`src/design/cno_pkg.sv`:
```
package cno_pkg;

	// ----------------------------------------
	// Identifiers
	// ----------------------------------------
	localparam logic [10:0] CNO_ID_NMT = 11'h000;
	localparam logic [10:0] CNO_ID_SYNC = 11'h080;
	localparam logic [10:0] CNO_ID_EMCY = 11'h080;
	localparam logic [10:0] CNO_ID_TPDO1 = 11'h180;
	localparam logic [10:0] CNO_ID_TPDO2 = 11'h280;
	localparam logic [10:0] CNO_ID_TPDO3 = 11'h380;
	localparam logic [10:0] CNO_ID_TPDO4 = 11'h480;
	localparam logic [10:0] CNO_ID_RPDO1 = 11'h200;
	localparam logic [10:0] CNO_ID_RPDO2 = 11'h300;
	localparam logic [10:0] CNO_ID_RPDO3 = 11'h400;
	localparam logic [10:0] CNO_ID_RPDO4 = 11'h500;
	localparam logic [10:0] CNO_ID_SDO_TX = 11'h580;
	localparam logic [10:0] CNO_ID_SDO_RX = 11'h600;
	localparam logic [10:0] CNO_ID_ECTL = 11'h700;
	localparam logic [10:0] CNO_FC_MASK = 11'h780;

	// ----------------------------------------
	// Commands, lengths, state bytes
	// ----------------------------------------
	localparam logic [7:0] CNO_CMD_START = 8'h01;
	localparam logic [7:0] CNO_CMD_STOP = 8'h02;
	localparam logic [7:0] CNO_CMD_PREOP = 8'h80;
	localparam logic [7:0] CNO_CMD_RST_NODE = 8'h81;
	localparam logic [7:0] CNO_CMD_RST_COMM = 8'h82;
	localparam logic [3:0] CNO_DLC_NMT = 4'h2;
	localparam logic [3:0] CNO_DLC_SYNC = 4'h0;
	localparam logic [3:0] CNO_DLC_EMCY = 4'h8;
	localparam logic [3:0] CNO_DLC_ECTL = 4'h1;
	localparam logic [7:0] CNO_ST_BOOT = 8'h00;
	localparam logic [7:0] CNO_ST_STOP = 8'h04;
	localparam logic [7:0] CNO_ST_OPER = 8'h05;
	localparam logic [7:0] CNO_ST_PREOP = 8'h7f;
	localparam logic [6:0] CNO_NODE_MIN = 7'h01;
	localparam logic [6:0] CNO_NODE_DEF = 7'h01;
	localparam logic [7:0] CNO_BCAST = 8'h00;

	// ----------------------------------------
	// Timing: reset pulse length
	// ----------------------------------------
	localparam int CNO_CLK_MHZ = 250;
	localparam int CNO_RST_PULSE_NS = 40;
	localparam logic [3:0] CNO_RST_CYC = 4'((CNO_RST_PULSE_NS * CNO_CLK_MHZ + 999) / 1000);

	typedef enum {
		CNO_INIT,
		CNO_BOOT,
		CNO_PREOP,
		CNO_OPER,
		CNO_STOPPED,
		CNO_RST_APP,
		CNO_RST_COMM
	} cno_state_e;

	typedef struct packed {
		logic [10:0] id;
		logic [3:0] dlc;
		logic [63:0] data;
	} cno_frame_s;

endpackage : cno_pkg

```
`src/design/cno_nmt_node.sv`:
```
`timescale 1ns/10ps
// How it works
// [RULE_01] NMT frame: identifier zero, two bytes
// [RULE_02] Byte0 command, byte1 target node address
// [RULE_03] Address zero is broadcast, executed
// [RULE_04] Command 0x01 enters operational, PDO on
// [RULE_05] Command 0x02 stops, no PDO/SDO
// [RULE_06] Command 0x80 pre-operational, SDO only
// [RULE_07] Start-up goes pre-operational automatically
// [RULE_08] Command 0x81 resets whole device
// [RULE_09] Command 0x82 restores communication defaults only
// [RULE_10] Any transition among three operating states
// [RULE_11] Reset commands accepted from all states; code takes them only in preop, operational and stopped
// [RULE_12] Emergency identifier 0x80 plus node
// [RULE_13] Transmit PDO ids 0x180..0x480 plus node
// [RULE_14] Receive PDO ids 0x200..0x500 plus node
// [RULE_15] SDO answer 0x580, request 0x600 plus node
// [RULE_16] Boot and error control 0x700 plus node
// [RULE_17] SYNC is identifier 0x80, no data
// [RULE_18] Emergency sent on every error change; code sends one frame for all changes made while one is still pending
// [RULE_19] Emergency frames carry eight bytes
// [RULE_20] Code bytes 0-1, register 2, vendor 3-7
// [RULE_21] Byte 2 copies current error register
// [RULE_22] SYNC triggers synchronous transmit PDOs only
// [RULE_23] State byte: 00 boot, 05 op, 7f preop
// [RULE_24] One boot-up frame after each reset
// [RULE_25] Foreign address or unknown command ignored
// [RULE_26] Node address held within 1 to 127
module cno_nmt_node
	import cno_pkg::*;
(
	input wire logic clk, // System clock
	input wire logic rst, // Async reset, high
	input wire logic ce, // Clock enable
	input wire logic [6:0] node_id_pin, // Node address strap pins
	input wire logic rx_valid, // Received frame strobe
	input wire cno_frame_s rx_frame, // Received frame
	output logic tx_valid, // Frame to send pending
	input wire logic tx_ready, // Transmitter takes frame
	output cno_frame_s tx_frame, // Frame to send
	input wire logic [15:0] err_code, // Emergency error code
	input wire logic [7:0] err_reg, // Error register object
	input wire logic [39:0] err_vendor, // Vendor error information
	input wire logic err_change, // Error state changed pulse
	input wire logic [3:0] tpdo_sync, // Transmit PDO is synchronous
	output logic [3:0] tpdo_sync_trig, // Synchronous PDO trigger pulse
	output logic [3:0][10:0] tpdo_id, // Transmit PDO identifiers
	output logic [10:0] sdo_tx_id, // SDO response identifier
	output logic [3:0] rpdo_hit, // Receive PDO accepted pulse
	output logic sdo_req_hit, // SDO request accepted pulse
	output logic pdo_en, // PDO traffic permitted
	output logic sdo_en, // SDO traffic permitted
	output logic app_rst, // Application reset pulse
	output logic comm_rst, // Communication defaults restore pulse
	output logic [7:0] nmt_state, // Reported state byte
	output logic [6:0] node_id // Active node address
);

	// ----------------------------------------
	// Identifier helpers
	// ----------------------------------------
	function automatic logic [10:0] cno_id(input logic [10:0] base, input logic [6:0] nid);
		cno_id = base | {4'h0, nid};
	endfunction : cno_id

	function automatic logic [6:0] cno_clamp(input logic [6:0] nid);
		cno_clamp = (nid < CNO_NODE_MIN) ? CNO_NODE_DEF : nid; // RULE_26
	endfunction : cno_clamp

	// Emergencies wait for boot-up and stay queued while stopped
	function automatic logic cno_emcy_ok(input cno_state_e s);
		case (s)
			CNO_PREOP, CNO_OPER: cno_emcy_ok = 1'b1;
			default: cno_emcy_ok = 1'b0;
		endcase
	endfunction : cno_emcy_ok

	function automatic logic [7:0] cno_state_byte(input cno_state_e s);
		case (s)
			CNO_OPER: cno_state_byte = CNO_ST_OPER; // RULE_23
			CNO_PREOP: cno_state_byte = CNO_ST_PREOP; // RULE_23
			CNO_STOPPED: cno_state_byte = CNO_ST_STOP;
			default: cno_state_byte = CNO_ST_BOOT; // RULE_23
		endcase
	endfunction : cno_state_byte

	// ----------------------------------------
	// Pin synchroniser
	// ----------------------------------------
	logic [6:0] nid_s1_r, nid_s2_r;
	logic [6:0] nid_s1_nxt, nid_s2_nxt;

	always_comb begin
		nid_s1_nxt = node_id_pin;
		nid_s2_nxt = nid_s1_r;
	end

	always_ff @(posedge clk or posedge rst) begin
		if (rst) begin
			nid_s1_r <= 7'h00;
			nid_s2_r <= 7'h00;
		end else if (ce) begin
			nid_s1_r <= nid_s1_nxt;
			nid_s2_r <= nid_s2_nxt;
		end
	end

	// ----------------------------------------
	// Receive decode
	// ----------------------------------------
	logic [7:0] rx_cmd;
	logic [7:0] rx_addr;
	logic nmt_hit;
	logic sync_hit;

	always_comb begin
		rx_cmd = rx_frame.data[7:0]; // RULE_02
		rx_addr = rx_frame.data[15:8]; // RULE_02
		nmt_hit = rx_valid && rx_frame.id == CNO_ID_NMT && rx_frame.dlc == CNO_DLC_NMT // RULE_01
			&& (rx_addr == CNO_BCAST || rx_addr == {1'b0, node_id}); // RULE_03 RULE_25
		sync_hit = rx_valid && rx_frame.id == CNO_ID_SYNC && rx_frame.dlc == CNO_DLC_SYNC; // RULE_17
	end

	// ----------------------------------------
	// Node state machine
	// ----------------------------------------
	cno_state_e state_r, state_nxt;
	logic [6:0] node_id_r, node_id_nxt;
	logic [3:0] rcnt_r, rcnt_nxt;
	logic boot_pend_r, boot_pend_nxt;
	logic app_rst_r, app_rst_nxt;
	logic comm_rst_r, comm_rst_nxt;
	logic boot_sent;

	always_comb begin
		state_nxt = state_r;
		node_id_nxt = node_id_r;
		rcnt_nxt = rcnt_r;
		boot_pend_nxt = boot_pend_r && !boot_sent;
		app_rst_nxt = 1'b0;
		comm_rst_nxt = 1'b0;
		case (state_r)
			CNO_INIT: begin
				// Address caught after reset release, via synchroniser
				node_id_nxt = cno_clamp(nid_s2_r); // RULE_26
				rcnt_nxt = rcnt_r + 4'h1;
				if (rcnt_r == CNO_RST_CYC) begin
					rcnt_nxt = 4'h0;
					state_nxt = CNO_BOOT;
					boot_pend_nxt = 1'b1; // RULE_24
				end
			end
			CNO_BOOT: begin
				if (!boot_pend_r) begin
					state_nxt = CNO_PREOP; // RULE_07
				end
			end
			CNO_RST_APP: begin
				app_rst_nxt = 1'b1; // RULE_08
				rcnt_nxt = rcnt_r + 4'h1;
				if (rcnt_r == CNO_RST_CYC) begin
					rcnt_nxt = 4'h0;
					state_nxt = CNO_RST_COMM;
				end
			end
			CNO_RST_COMM: begin
				comm_rst_nxt = 1'b1; // RULE_09
				rcnt_nxt = rcnt_r + 4'h1;
				if (rcnt_r == CNO_RST_CYC) begin
					rcnt_nxt = 4'h0;
					node_id_nxt = cno_clamp(nid_s2_r); // RULE_26
					state_nxt = CNO_BOOT;
					boot_pend_nxt = 1'b1; // RULE_24
				end
			end
			CNO_PREOP, CNO_OPER, CNO_STOPPED: begin
				if (nmt_hit) begin
					case (rx_cmd)
						CNO_CMD_START: state_nxt = CNO_OPER; // RULE_04 RULE_10
						CNO_CMD_STOP: state_nxt = CNO_STOPPED; // RULE_05 RULE_10
						CNO_CMD_PREOP: state_nxt = CNO_PREOP; // RULE_06 RULE_10
						CNO_CMD_RST_NODE: state_nxt = CNO_RST_APP; // RULE_08 RULE_11
						CNO_CMD_RST_COMM: state_nxt = CNO_RST_COMM; // RULE_09 RULE_11
						default: state_nxt = state_r; // RULE_25
					endcase
				end
			end
			default: state_nxt = CNO_INIT;
		endcase
	end

	always_ff @(posedge clk or posedge rst) begin
		if (rst) begin
			state_r <= CNO_INIT;
			node_id_r <= CNO_NODE_DEF;
			rcnt_r <= 4'h0;
			boot_pend_r <= 1'b0;
			app_rst_r <= 1'b0;
			comm_rst_r <= 1'b0;
		end else if (ce) begin
			state_r <= state_nxt;
			node_id_r <= node_id_nxt;
			rcnt_r <= rcnt_nxt;
			boot_pend_r <= boot_pend_nxt;
			app_rst_r <= app_rst_nxt;
			comm_rst_r <= comm_rst_nxt;
		end
	end

	// ----------------------------------------
	// Traffic gating and receive strobes
	// ----------------------------------------
	logic [3:0] rpdo_nxt, rpdo_r, trig_nxt, trig_r;
	logic sdo_nxt, sdo_r;
	logic [10:0] rpdo_base [4];
	logic [7:0] st_byte_nxt, st_byte_r;
	logic pdo_en_nxt, pdo_en_r, sdo_en_nxt, sdo_en_r;

	assign rpdo_base[0] = CNO_ID_RPDO1;
	assign rpdo_base[1] = CNO_ID_RPDO2;
	assign rpdo_base[2] = CNO_ID_RPDO3;
	assign rpdo_base[3] = CNO_ID_RPDO4;

	always_comb begin
		for (int i = 0; i < 4; i++) begin
			rpdo_nxt[i] = pdo_en && rx_valid
				&& rx_frame.id == cno_id(rpdo_base[i], node_id_r); // RULE_14 RULE_05
		end
		trig_nxt = (pdo_en && sync_hit) ? tpdo_sync : 4'h0; // RULE_22
		sdo_nxt = sdo_en && rx_valid && rx_frame.id == cno_id(CNO_ID_SDO_RX, node_id_r); // RULE_15
		// From the next state, so the outputs switch with the state itself
		st_byte_nxt = cno_state_byte(state_nxt);
		pdo_en_nxt = state_nxt == CNO_OPER; // RULE_04 RULE_06
		sdo_en_nxt = state_nxt == CNO_OPER || state_nxt == CNO_PREOP; // RULE_05 RULE_06
	end

	always_ff @(posedge clk or posedge rst) begin
		if (rst) begin
			rpdo_r <= 4'h0;
			trig_r <= 4'h0;
			sdo_r <= 1'b0;
			st_byte_r <= CNO_ST_BOOT;
			pdo_en_r <= 1'b0;
			sdo_en_r <= 1'b0;
		end else if (ce) begin
			rpdo_r <= rpdo_nxt;
			trig_r <= trig_nxt;
			sdo_r <= sdo_nxt;
			st_byte_r <= st_byte_nxt;
			pdo_en_r <= pdo_en_nxt;
			sdo_en_r <= sdo_en_nxt;
		end
	end

	// ----------------------------------------
	// Transmit: boot-up and emergency
	// ----------------------------------------
	logic emcy_pend_r, emcy_pend_nxt;
	logic tx_busy_r, tx_busy_nxt;
	logic tx_is_boot_r, tx_is_boot_nxt;
	cno_frame_s tx_r, tx_nxt;
	logic emcy_sent;

	always_comb begin
		tx_busy_nxt = tx_busy_r;
		tx_is_boot_nxt = tx_is_boot_r;
		tx_nxt = tx_r;
		boot_sent = 1'b0;
		emcy_sent = 1'b0;
		if (tx_busy_r && tx_ready) begin
			tx_busy_nxt = 1'b0;
			boot_sent = tx_is_boot_r;
			emcy_sent = !tx_is_boot_r;
		end else if (!tx_busy_r && boot_pend_r) begin
			tx_busy_nxt = 1'b1;
			tx_is_boot_nxt = 1'b1;
			tx_nxt.id = cno_id(CNO_ID_ECTL, node_id_r); // RULE_16
			tx_nxt.dlc = CNO_DLC_ECTL;
			tx_nxt.data = {56'h0, CNO_ST_BOOT}; // RULE_24
		end else if (!tx_busy_r && emcy_pend_r && cno_emcy_ok(state_r)) begin
			tx_busy_nxt = 1'b1;
			tx_is_boot_nxt = 1'b0;
			tx_nxt.id = cno_id(CNO_ID_EMCY, node_id_r); // RULE_12
			tx_nxt.dlc = CNO_DLC_EMCY; // RULE_19
			tx_nxt.data = {err_vendor, err_reg, err_code[15:8], err_code[7:0]}; // RULE_20 RULE_21
		end
		// Set wins over the clear of the same cycle
		emcy_pend_nxt = err_change || (emcy_pend_r && !emcy_sent); // RULE_18
	end

	always_ff @(posedge clk or posedge rst) begin
		if (rst) begin
			emcy_pend_r <= 1'b0;
			tx_busy_r <= 1'b0;
			tx_is_boot_r <= 1'b0;
			tx_r <= '0;
		end else if (ce) begin
			emcy_pend_r <= emcy_pend_nxt;
			tx_busy_r <= tx_busy_nxt;
			tx_is_boot_r <= tx_is_boot_nxt;
			tx_r <= tx_nxt;
		end
	end

	// ----------------------------------------
	// Transmit identifiers for PDO and SDO engines
	// ----------------------------------------
	logic [10:0] tpdo_base [4];
	logic [3:0][10:0] tpdo_id_nxt, tpdo_id_r;
	logic [10:0] sdo_tx_id_nxt, sdo_tx_id_r;

	assign tpdo_base[0] = CNO_ID_TPDO1;
	assign tpdo_base[1] = CNO_ID_TPDO2;
	assign tpdo_base[2] = CNO_ID_TPDO3;
	assign tpdo_base[3] = CNO_ID_TPDO4;

	// Follows the latched address, so it tracks each communication reset
	always_comb begin
		for (int i = 0; i < 4; i++) begin
			tpdo_id_nxt[i] = cno_id(tpdo_base[i], node_id_nxt); // RULE_13
		end
		sdo_tx_id_nxt = cno_id(CNO_ID_SDO_TX, node_id_nxt); // RULE_15
	end

	always_ff @(posedge clk or posedge rst) begin
		if (rst) begin
			tpdo_id_r <= '0;
			sdo_tx_id_r <= 11'h000;
		end else if (ce) begin
			tpdo_id_r <= tpdo_id_nxt;
			sdo_tx_id_r <= sdo_tx_id_nxt;
		end
	end

	// ----------------------------------------
	// Outputs
	// ----------------------------------------
	assign tx_valid = tx_busy_r;
	assign tx_frame = tx_r;
	assign tpdo_sync_trig = trig_r;
	assign rpdo_hit = rpdo_r;
	assign sdo_req_hit = sdo_r;
	assign pdo_en = pdo_en_r;
	assign sdo_en = sdo_en_r;
	assign app_rst = app_rst_r;
	assign comm_rst = comm_rst_r;
	assign nmt_state = st_byte_r;
	assign node_id = node_id_r;
	assign tpdo_id = tpdo_id_r;
	assign sdo_tx_id = sdo_tx_id_r;

endmodule : cno_nmt_node

```
`config.mk`:
```
export PLATFORM = sky130hd
export DESIGN_NAME = cno_nmt_node
export DESIGN_NICKNAME = d
export VERILOG_FILES = /design/src/design/cno_pkg.sv /design/src/design/cno_nmt_node.sv
export SDC_FILE = /design/constraint.sdc
export NUM_CORES = 1
export LEC_CHECK = 0
export ABC_AREA = 1
export BUFFER_PORTS_ARGS = -buffer_cell sky130_fd_sc_hd__buf_2
export CORE_ASPECT_RATIO = 2
export CORE_MARGIN = 2
export CORE_UTILIZATION = 37
export CTS_BUF_LIST = sky130_fd_sc_hd__clkbuf_4 sky130_fd_sc_hd__clkbuf_8 sky130_fd_sc_hd__clkbuf_16
export CTS_CLUSTER_SIZE = 8
export DETAILED_ROUTE_END_ITERATION = 7
export HOLD_SLACK_MARGIN = 0.03
export PLACE_DENSITY_LB_ADDON = 0.2
export SYNTH_ARGS = -nofsm -noshare
export SYNTH_HDL_FRONTEND = slang
export SYNTH_SLANG_ARGS = --single-unit
```
`constraint.sdc`:
```
create_clock -name clk -period 5.3 [get_ports clk]
set_clock_uncertainty 0.2 [all_clocks]
set_input_delay 0.53 -clock clk [delete_from_list [all_inputs] [get_ports clk]]
set_output_delay 0.53 -clock clk [all_outputs]
set_load 0.05 [all_outputs]
```
==> impl_metrics.json, run 1 <==
{
  "grt_pass1_vias": 5276,
  "num-fill-cells": 1823,
  "coreArea_um2": 18200,
  "endpoint_kind": "flop",
  "synth_ff_type": "dfrtp_1",
  "start_util": 0.375,
  "dr.pass1.iters": 4,
  "clock_latency_ns": 0.42,
  "viasPerCell": 4.72,
  "final_antenna_net_count": 0,
  "dp_slack_ns": 2.48,
  "antenna_found_initial": 0,
  "synthesis.area_um2": 6830,
  "finish.net_count": 1101,
  "die_area_um2": 19600,
  "htree_levels": 4,
  "synthArstFlopShare": 1.00,
  "drc_errors": 0,
  "instances_no_fill": 1169,
  "clock_sinks": 150,
  "switching_power_mw": 2.84,
  "p_leak_nw": 4.67,
  "max-cap-violations": 0,
  "intPower_mw": 2.98,
  "pwr-share-seq": 0.295,
  "tns_ns": 0,
  "crit_required_ns": 5.44,
  "die_h_um": 196,
  "postCtsHoldBufs": 0,
  "cts_setup_buffers": 0,
  "grt_util_all_layers": 0.182,
  "die_w_um": 100,
  "power.share.clock": 0.234,
  "drv_slew": 0,
  "max_freq_ghz": 0.352,
  "swShare": 0.489,
  "setup_viol": 0,
  "area_growth_pct": 24.6,
  "critPathMaxFanout": 65,
  "syn_area_per_cell_um2": 9.24,
  "status": "complete, no violations",
  "multi_input_area_um2": 2130,
  "finalCritPeriodShare": 0.535,
  "layout-drive-gt1-share": 0.323,
  "seq_area_frac_synth": 0.550,
  "synth_cells": 739,
  "rsz0062_at_grt": "false",
  "vias": 5521,
  "criticalPathCategory": "reg -> reg",
  "yosys.cell_types.count": 29,
  "hold_viol": 0,
  "grt_pass1_wl_um": 27500,
  "grt-ovfl-total": 0,
  "hpwlAfterDp_um": 13500,
  "drt_iter0_drc": 239,
  "num_rows": 70,
  "ys.warnings.count": 0,
  "cts_tree": "done",
  "fin_area_um2": 8500,
  "gp_congestion": 0.809,
  "synth_enable_flop_cells": 0,
  "hold_path.class": "in -> reg",
  "ctsResizeCount": 0,
  "ys_seq_elements": 150,
  "period_minus_slack_ns": 2.84,
  "seqCellArea_um2": 3750,
  "vdd_drop_max_mv": 0.345,
  "arrival_ns": 2.98,
  "startpoint_type": "flop",
  "power_density_nw_per_um2": 684,
  "worst_pin_slew_ns": 1.12,
  "clk_pin_slew_ns": 0.06,
  "power_mw": 5.82,
  "wl_per_cell_um": 15.5,
  "setup_ws_ns": 2.46,
  "max_slew_margin": 0.253,
  "root_buffer": "clkbuf_16",
  "cts_made_buffers": 17,
  "grt_max_degree": 108,
  "antenna_cells": 0,
  "pwr-share-comb": 0.471,
  "io_pins": 323,
  "totalWireLength_um": 18100,
  "dp_cells": 1138,
  "placed_area_um2": 7830,
  "port_buffers": 263,
  "cts.path.max_buffers": 2
}
path summary, 6_finish.rpt:
path	start	endpoint	slack (ns)	cells after the start
hold / removal	node_id_pin[0]	nid_s1_r[0]	0.11	3
min in group asynchronous	rst	nid_s1_r[2]	0.12	2
setup reg to reg	state_r[28]	tx_frame[40]	2.46	12
hold reg to reg	nid_s1_r[5]	nid_s1_r[5]	0.27	2
setup / recovery	state_r[28]	tx_frame[40]	2.46	12
max in group asynchronous	rst	tx_frame[8]	3.62	3
state kept, by name (all words and copies together) (netlist names), 2 cells and up, named ones only:
name,count
nid_s1_r,7
nid_s2_r,7
nmt_state,3
rcnt_r,4
rpdo_hit,4
sdo_tx_id,2
state_r,32
tpdo_sync_trig,4
tx_frame,73
layout by cell type (no fill, tap or decap), types with 2 or more instances in the layout:
master,count
inv_2,2
inv_6,2
nand3b_1,3
nor3_2,2
nor2_1,74
a22o_1,64
inv_1,86
conb_1,11
nand4_1,10
xor2_1,3
a21oi_1,10
nor4_1,4
buf_2,263
dfrtp_1,149
clkinv_4,2
nor3_1,7
clkbuf_16,17
bufinv_16,6
clkinv_2,2
or2_2,3
o31ai_1,8
buf_4,3
xnor2_1,3
nand2_1,150
nand3_1,24
o21ai_0,36
worst max-delay path, cell delays in order (launching register included):
cell and delay (ns):
dfrtp_1 0.38, nor2_1 0.10, nand3_1 0.07, nor2_1 0.12, nand2_1 0.14, nor2_4 0.20, nand2_1 0.07, o21ai_1 0.14
nand3_2 0.09, inv_2 0.07, nand2_1 0.07, inv_2 0.81, a22o_1 0.26
cells by family (layout without fill, tap and decap cells):
kind of cell           count (synthesis)  after routing  share of synthesized area
AO/OA/AOI/OAI                        121            121                      0.128
XOR/XNOR                               6              6                    0.00770
buffers and inverters                182            386                      0.143
flip-flops                           150            150                      0.550
other                                  1             11                   0.000549
AND/OR/NAND/NOR                      279            279                      0.171
per-layer routing:
metal,global-route usage,routed length (um),share of wire,vias to the layer above
li1,-,-,-,2732
met1,0.197,7070,0.39,2582
met2,0.331,9520,0.53,192
met3,0.0492,1140,0.063,15
met4,0.0680,335,0.019,0
met5,0,0,0,-
cell usage after synthesis (all sizes together) (4+ instances only):
cell type | instances | area [um^2]
nor2 | 75 | 289
nor3 | 9 | 55.1
o21ai | 37 | 185
inv | 89 | 334
a22o | 64 | 561
clkbuf | 20 | 75.1
buf | 73 | 568
nand3 | 25 | 130
dfrtp | 149 | 3730
o31ai | 8 | 60.1
nand2 | 150 | 563
a21oi | 10 | 50.1
nand4 | 10 | 62.6
nor4 | 4 | 25.0
area by class of cell:
cell class              count  area share
clock inverters            12      0.0263
multi-input cells         417       0.251
flip-flops and latches    150       0.442
well taps                 216      0.0318
repair buffers            266       0.157
inverters                  89      0.0399
clock buffers              19      0.0525
power by group through the flow:
stage / Clock, mW / Sequential, mW / Combinational (mW)
after floorplan: 0 / 2.64 / 1.40
after global placement: 0 / 1.74 / 2.75
after detailed placement: 0 / 1.75 / 2.74
after CTS: 1.39 / 1.73 / 2.76
after global routing: 1.44 / 1.76 / 2.88
final: 1.36 / 1.72 / 2.74
metrics by stage:
stage / hold WS [ns] / util
after floorplan: 0.237 / -
after global placement: 0.254 / 0.430
after detailed placement: 0.259 / 0.430
after CTS: 0.0912 / 0.467
after global routing: 0.110 / 0.467
final: 0.108 / 0.467
Note: power is estimated with default switching activity, not from simulation.
==> run 2: changes to the inputs <==
clock period = 2.9 ns   (was 5.3 ns; I/O delays follow)
==> run 2 against run 1 <==
Effect of this change: via count is 6.9% higher; sequential share of layout area is 3.9 points lower; clock power is 53% higher; global-route usage is 1.1 points higher; hold slack worse by 0.016 ns; non-clock buffer count is 91 higher; largest cell class unchanged; highest routed layer unchanged.
==> impl_metrics.json, run 2 (synthesis gave the netlist of run 1 again) <==
{
  "max_slew_margin": 0.411,
  "drc_errors": 0,
  "power.share.clock": 0.200,
  "p_leak_nw": 5.00,
  "io_pins": 323,
  "gp_congestion": 0.785,
  "grt_max_degree": 151,
  "antenna_cells": 0,
  "arrival_ns": 2.55,
  "final_antenna_net_count": 0,
  "period_minus_slack_ns": 2.45,
  "ctsResizeCount": 0,
  "coreArea_um2": 18200,
  "antenna_found_initial": 0,
  "rsz0062_at_grt": "false",
  "cts_setup_buffers": 0,
  "finalCritPeriodShare": 0.844,
  "cts_made_buffers": 17,
  "crit_required_ns": 3.00,
  "pwr-share-seq": 0.298,
  "cts_tree": "done",
  "crit_slowest_cell": "buf_4",
  "min_from": "rx_frame[75]",
  "max-cap-violations": 0,
  "endpoint_kind": "flop",
  "clk_pin_slew_ns": 0.06,
  "seqCellArea_um2": 3750,
  "met1_length_um": 7290,
  "cp_top_family": "simple AND/OR/NAND/NOR gates",
  "wl_met2_um": 9990,
  "root_buffer": "clkbuf_16",
  "worst_pin_slew_ns": 0.883,
  "intPower_mw": 5.14,
  "dr.pass1.iters": 4,
  "layout_common_cells": "buf_2 (263), nand2_1 (150), dfrtp_1 (149), inv_1 (86), dlygate4sd3_1 (84)",
  "drv_slew": 0,
  "die_w_um": 100,
  "cp.buffers_inverters": 1,
  "layout_commonest_cell": "buf_2",
  "setup_viol": 0,
  "vdd_drop_max_mv": 0.717,
  "switching_power_mw": 5.23,
  "totalWireLength_um": 18900,
  "drt_iter0_drc": 215,
  "clock_sinks": 150,
  "largest_reg_flops": 73,
  "critPathMaxFanout": 79,
  "max_freq_ghz": 0.408,
  "rrSetupSlack_ns": 0.45,
  "top_layer_used": "met4",
  "hpwlAfterDp_um": 13100,
  "crit_chain": "nor2_1 -> nand3_1 -> nor2_1 -> nand2_1 -> nor2_4 -> nand2_1 -> o21ai_1 -> nand3_2 -> buf_4 -> a22o_1",
  "die_area_um2": 19600,
  "grt_util_all_layers": 0.192,
  "layout-drive-gt1-share": 0.302,
  "num-fill-cells": 1731,
  "r2r-start": "state_r[28]",
  "hold_viol": 0,
  "startpoint_type": "flop",
  "power_density_nw_per_um2": 1110,
  "port_buffers": 263,
  "multi_input_area_um2": 2130,
  "hold_path.class": "in -> reg",
  "pwr-share-comb": 0.502,
  "wl_per_cell_um": 15.0,
  "start_util": 0.375,
  "slowest_delay_ns": 0.40,
  "criticalPathCategory": "reg -> reg",
  "grt_pass1_wl_um": 29400,
  "grt_pass1_vias": 5789,
  "area_growth_pct": 36.6,
  "dr_wl_met3_um": 1240,
  "tns_ns": 0,
  "power_mw": 10.4,
  "cts.path.max_buffers": 2,
  "swShare": 0.504,
  "clock_latency_ns": 0.42,
  "finish.net_count": 1192,
  "die_h_um": 196,
  "status": "complete, no violations",
  "vias": 5901,
  "grt-ovfl-total": 0,
  "startpoint": "state_r[28]",
  "viasPerCell": 4.68,
  "num_rows": 70,
  "htree_levels": 4
}
[run 2: changes by cell type in the layout (fill, tap and decap cells not counted), sizes merged]
cell	delta
dlygate4sd3	+84
bufinv	-5
clkinvlp	+5
buf	+7
inv	-1
clkbuf	+2
[run 2: repair_timing]
item | in CTS | in global routing
endpoints found under the setup margin | 0 | 0
endpoints found under the hold margin | 234 | 0
hold buffers | 84 | 0
[run 2: worst reg2reg max path, stage by stage (launching register included)]
cell and delay (ns):
dfrtp_1 0.37, nor2_1 0.11, nand3_1 0.11, nor2_1 0.11
nand2_1 0.12, nor2_4 0.19, nand2_1 0.07, o21ai_1 0.15
nand3_2 0.13, buf_4 0.40, a22o_1 0.37
[run 2: final timing paths]
check	end	cells after the start
hold reg to reg	state_r[31]	2
setup reg to reg	tx_frame[25]	10
hold / removal	sdo_req_hit	4
setup / recovery	tx_frame[25]	10
max in group asynchronous	state_r[28]	4
min in group asynchronous	tx_frame[15]	4
[run 2: layer usage]
layer	global-route usage	vias to the layer above
met5	0	-
met4	0.0629	0
met3	0.0435	25
met2	0.355	201
met1	0.215	2768
li1	-	2907
[run 2: layout make-up]
cell class / instances / share of cell area
timing repair buffer: 357 / 0.243
multi-input combinational: 417 / 0.229
clock inverter: 11 / 0.0111
clock buffer: 21 / 0.0489
sequential: 150 / 0.403
tap: 216 / 0.0290
inverter: 89 / 0.0362
[run 2: power groups by stage]
| stage | Sequential [mW] | Clock [mW] | Combinational, mW |
|---|---|---|---|
| after floorplan | 4.83 | 0 | 2.55 |
| after global placement | 3.11 | 0 | 5.12 |
| after detailed placement | 3.13 | 0 | 5.12 |
| after CTS | 3.09 | 2.14 | 5.23 |
| after global routing | 3.17 | 2.24 | 5.48 |
| final | 3.09 | 2.08 | 5.21 |
[run 2: metrics by stage]
stage	std cells	hold WS, ns	area (um^2)	setup slack (ns)	util
floorplan	749	0.197	6870	0.522	-
global placement	1145	0.256	7920	0.447	0.435
detailed placement	1145	0.263	7920	0.453	0.435
CTS	1261	0.0634	9320	0.431	0.512
global route	1261	0.110	9320	0.218	0.512
finish	1261	0.0920	9320	0.452	0.512
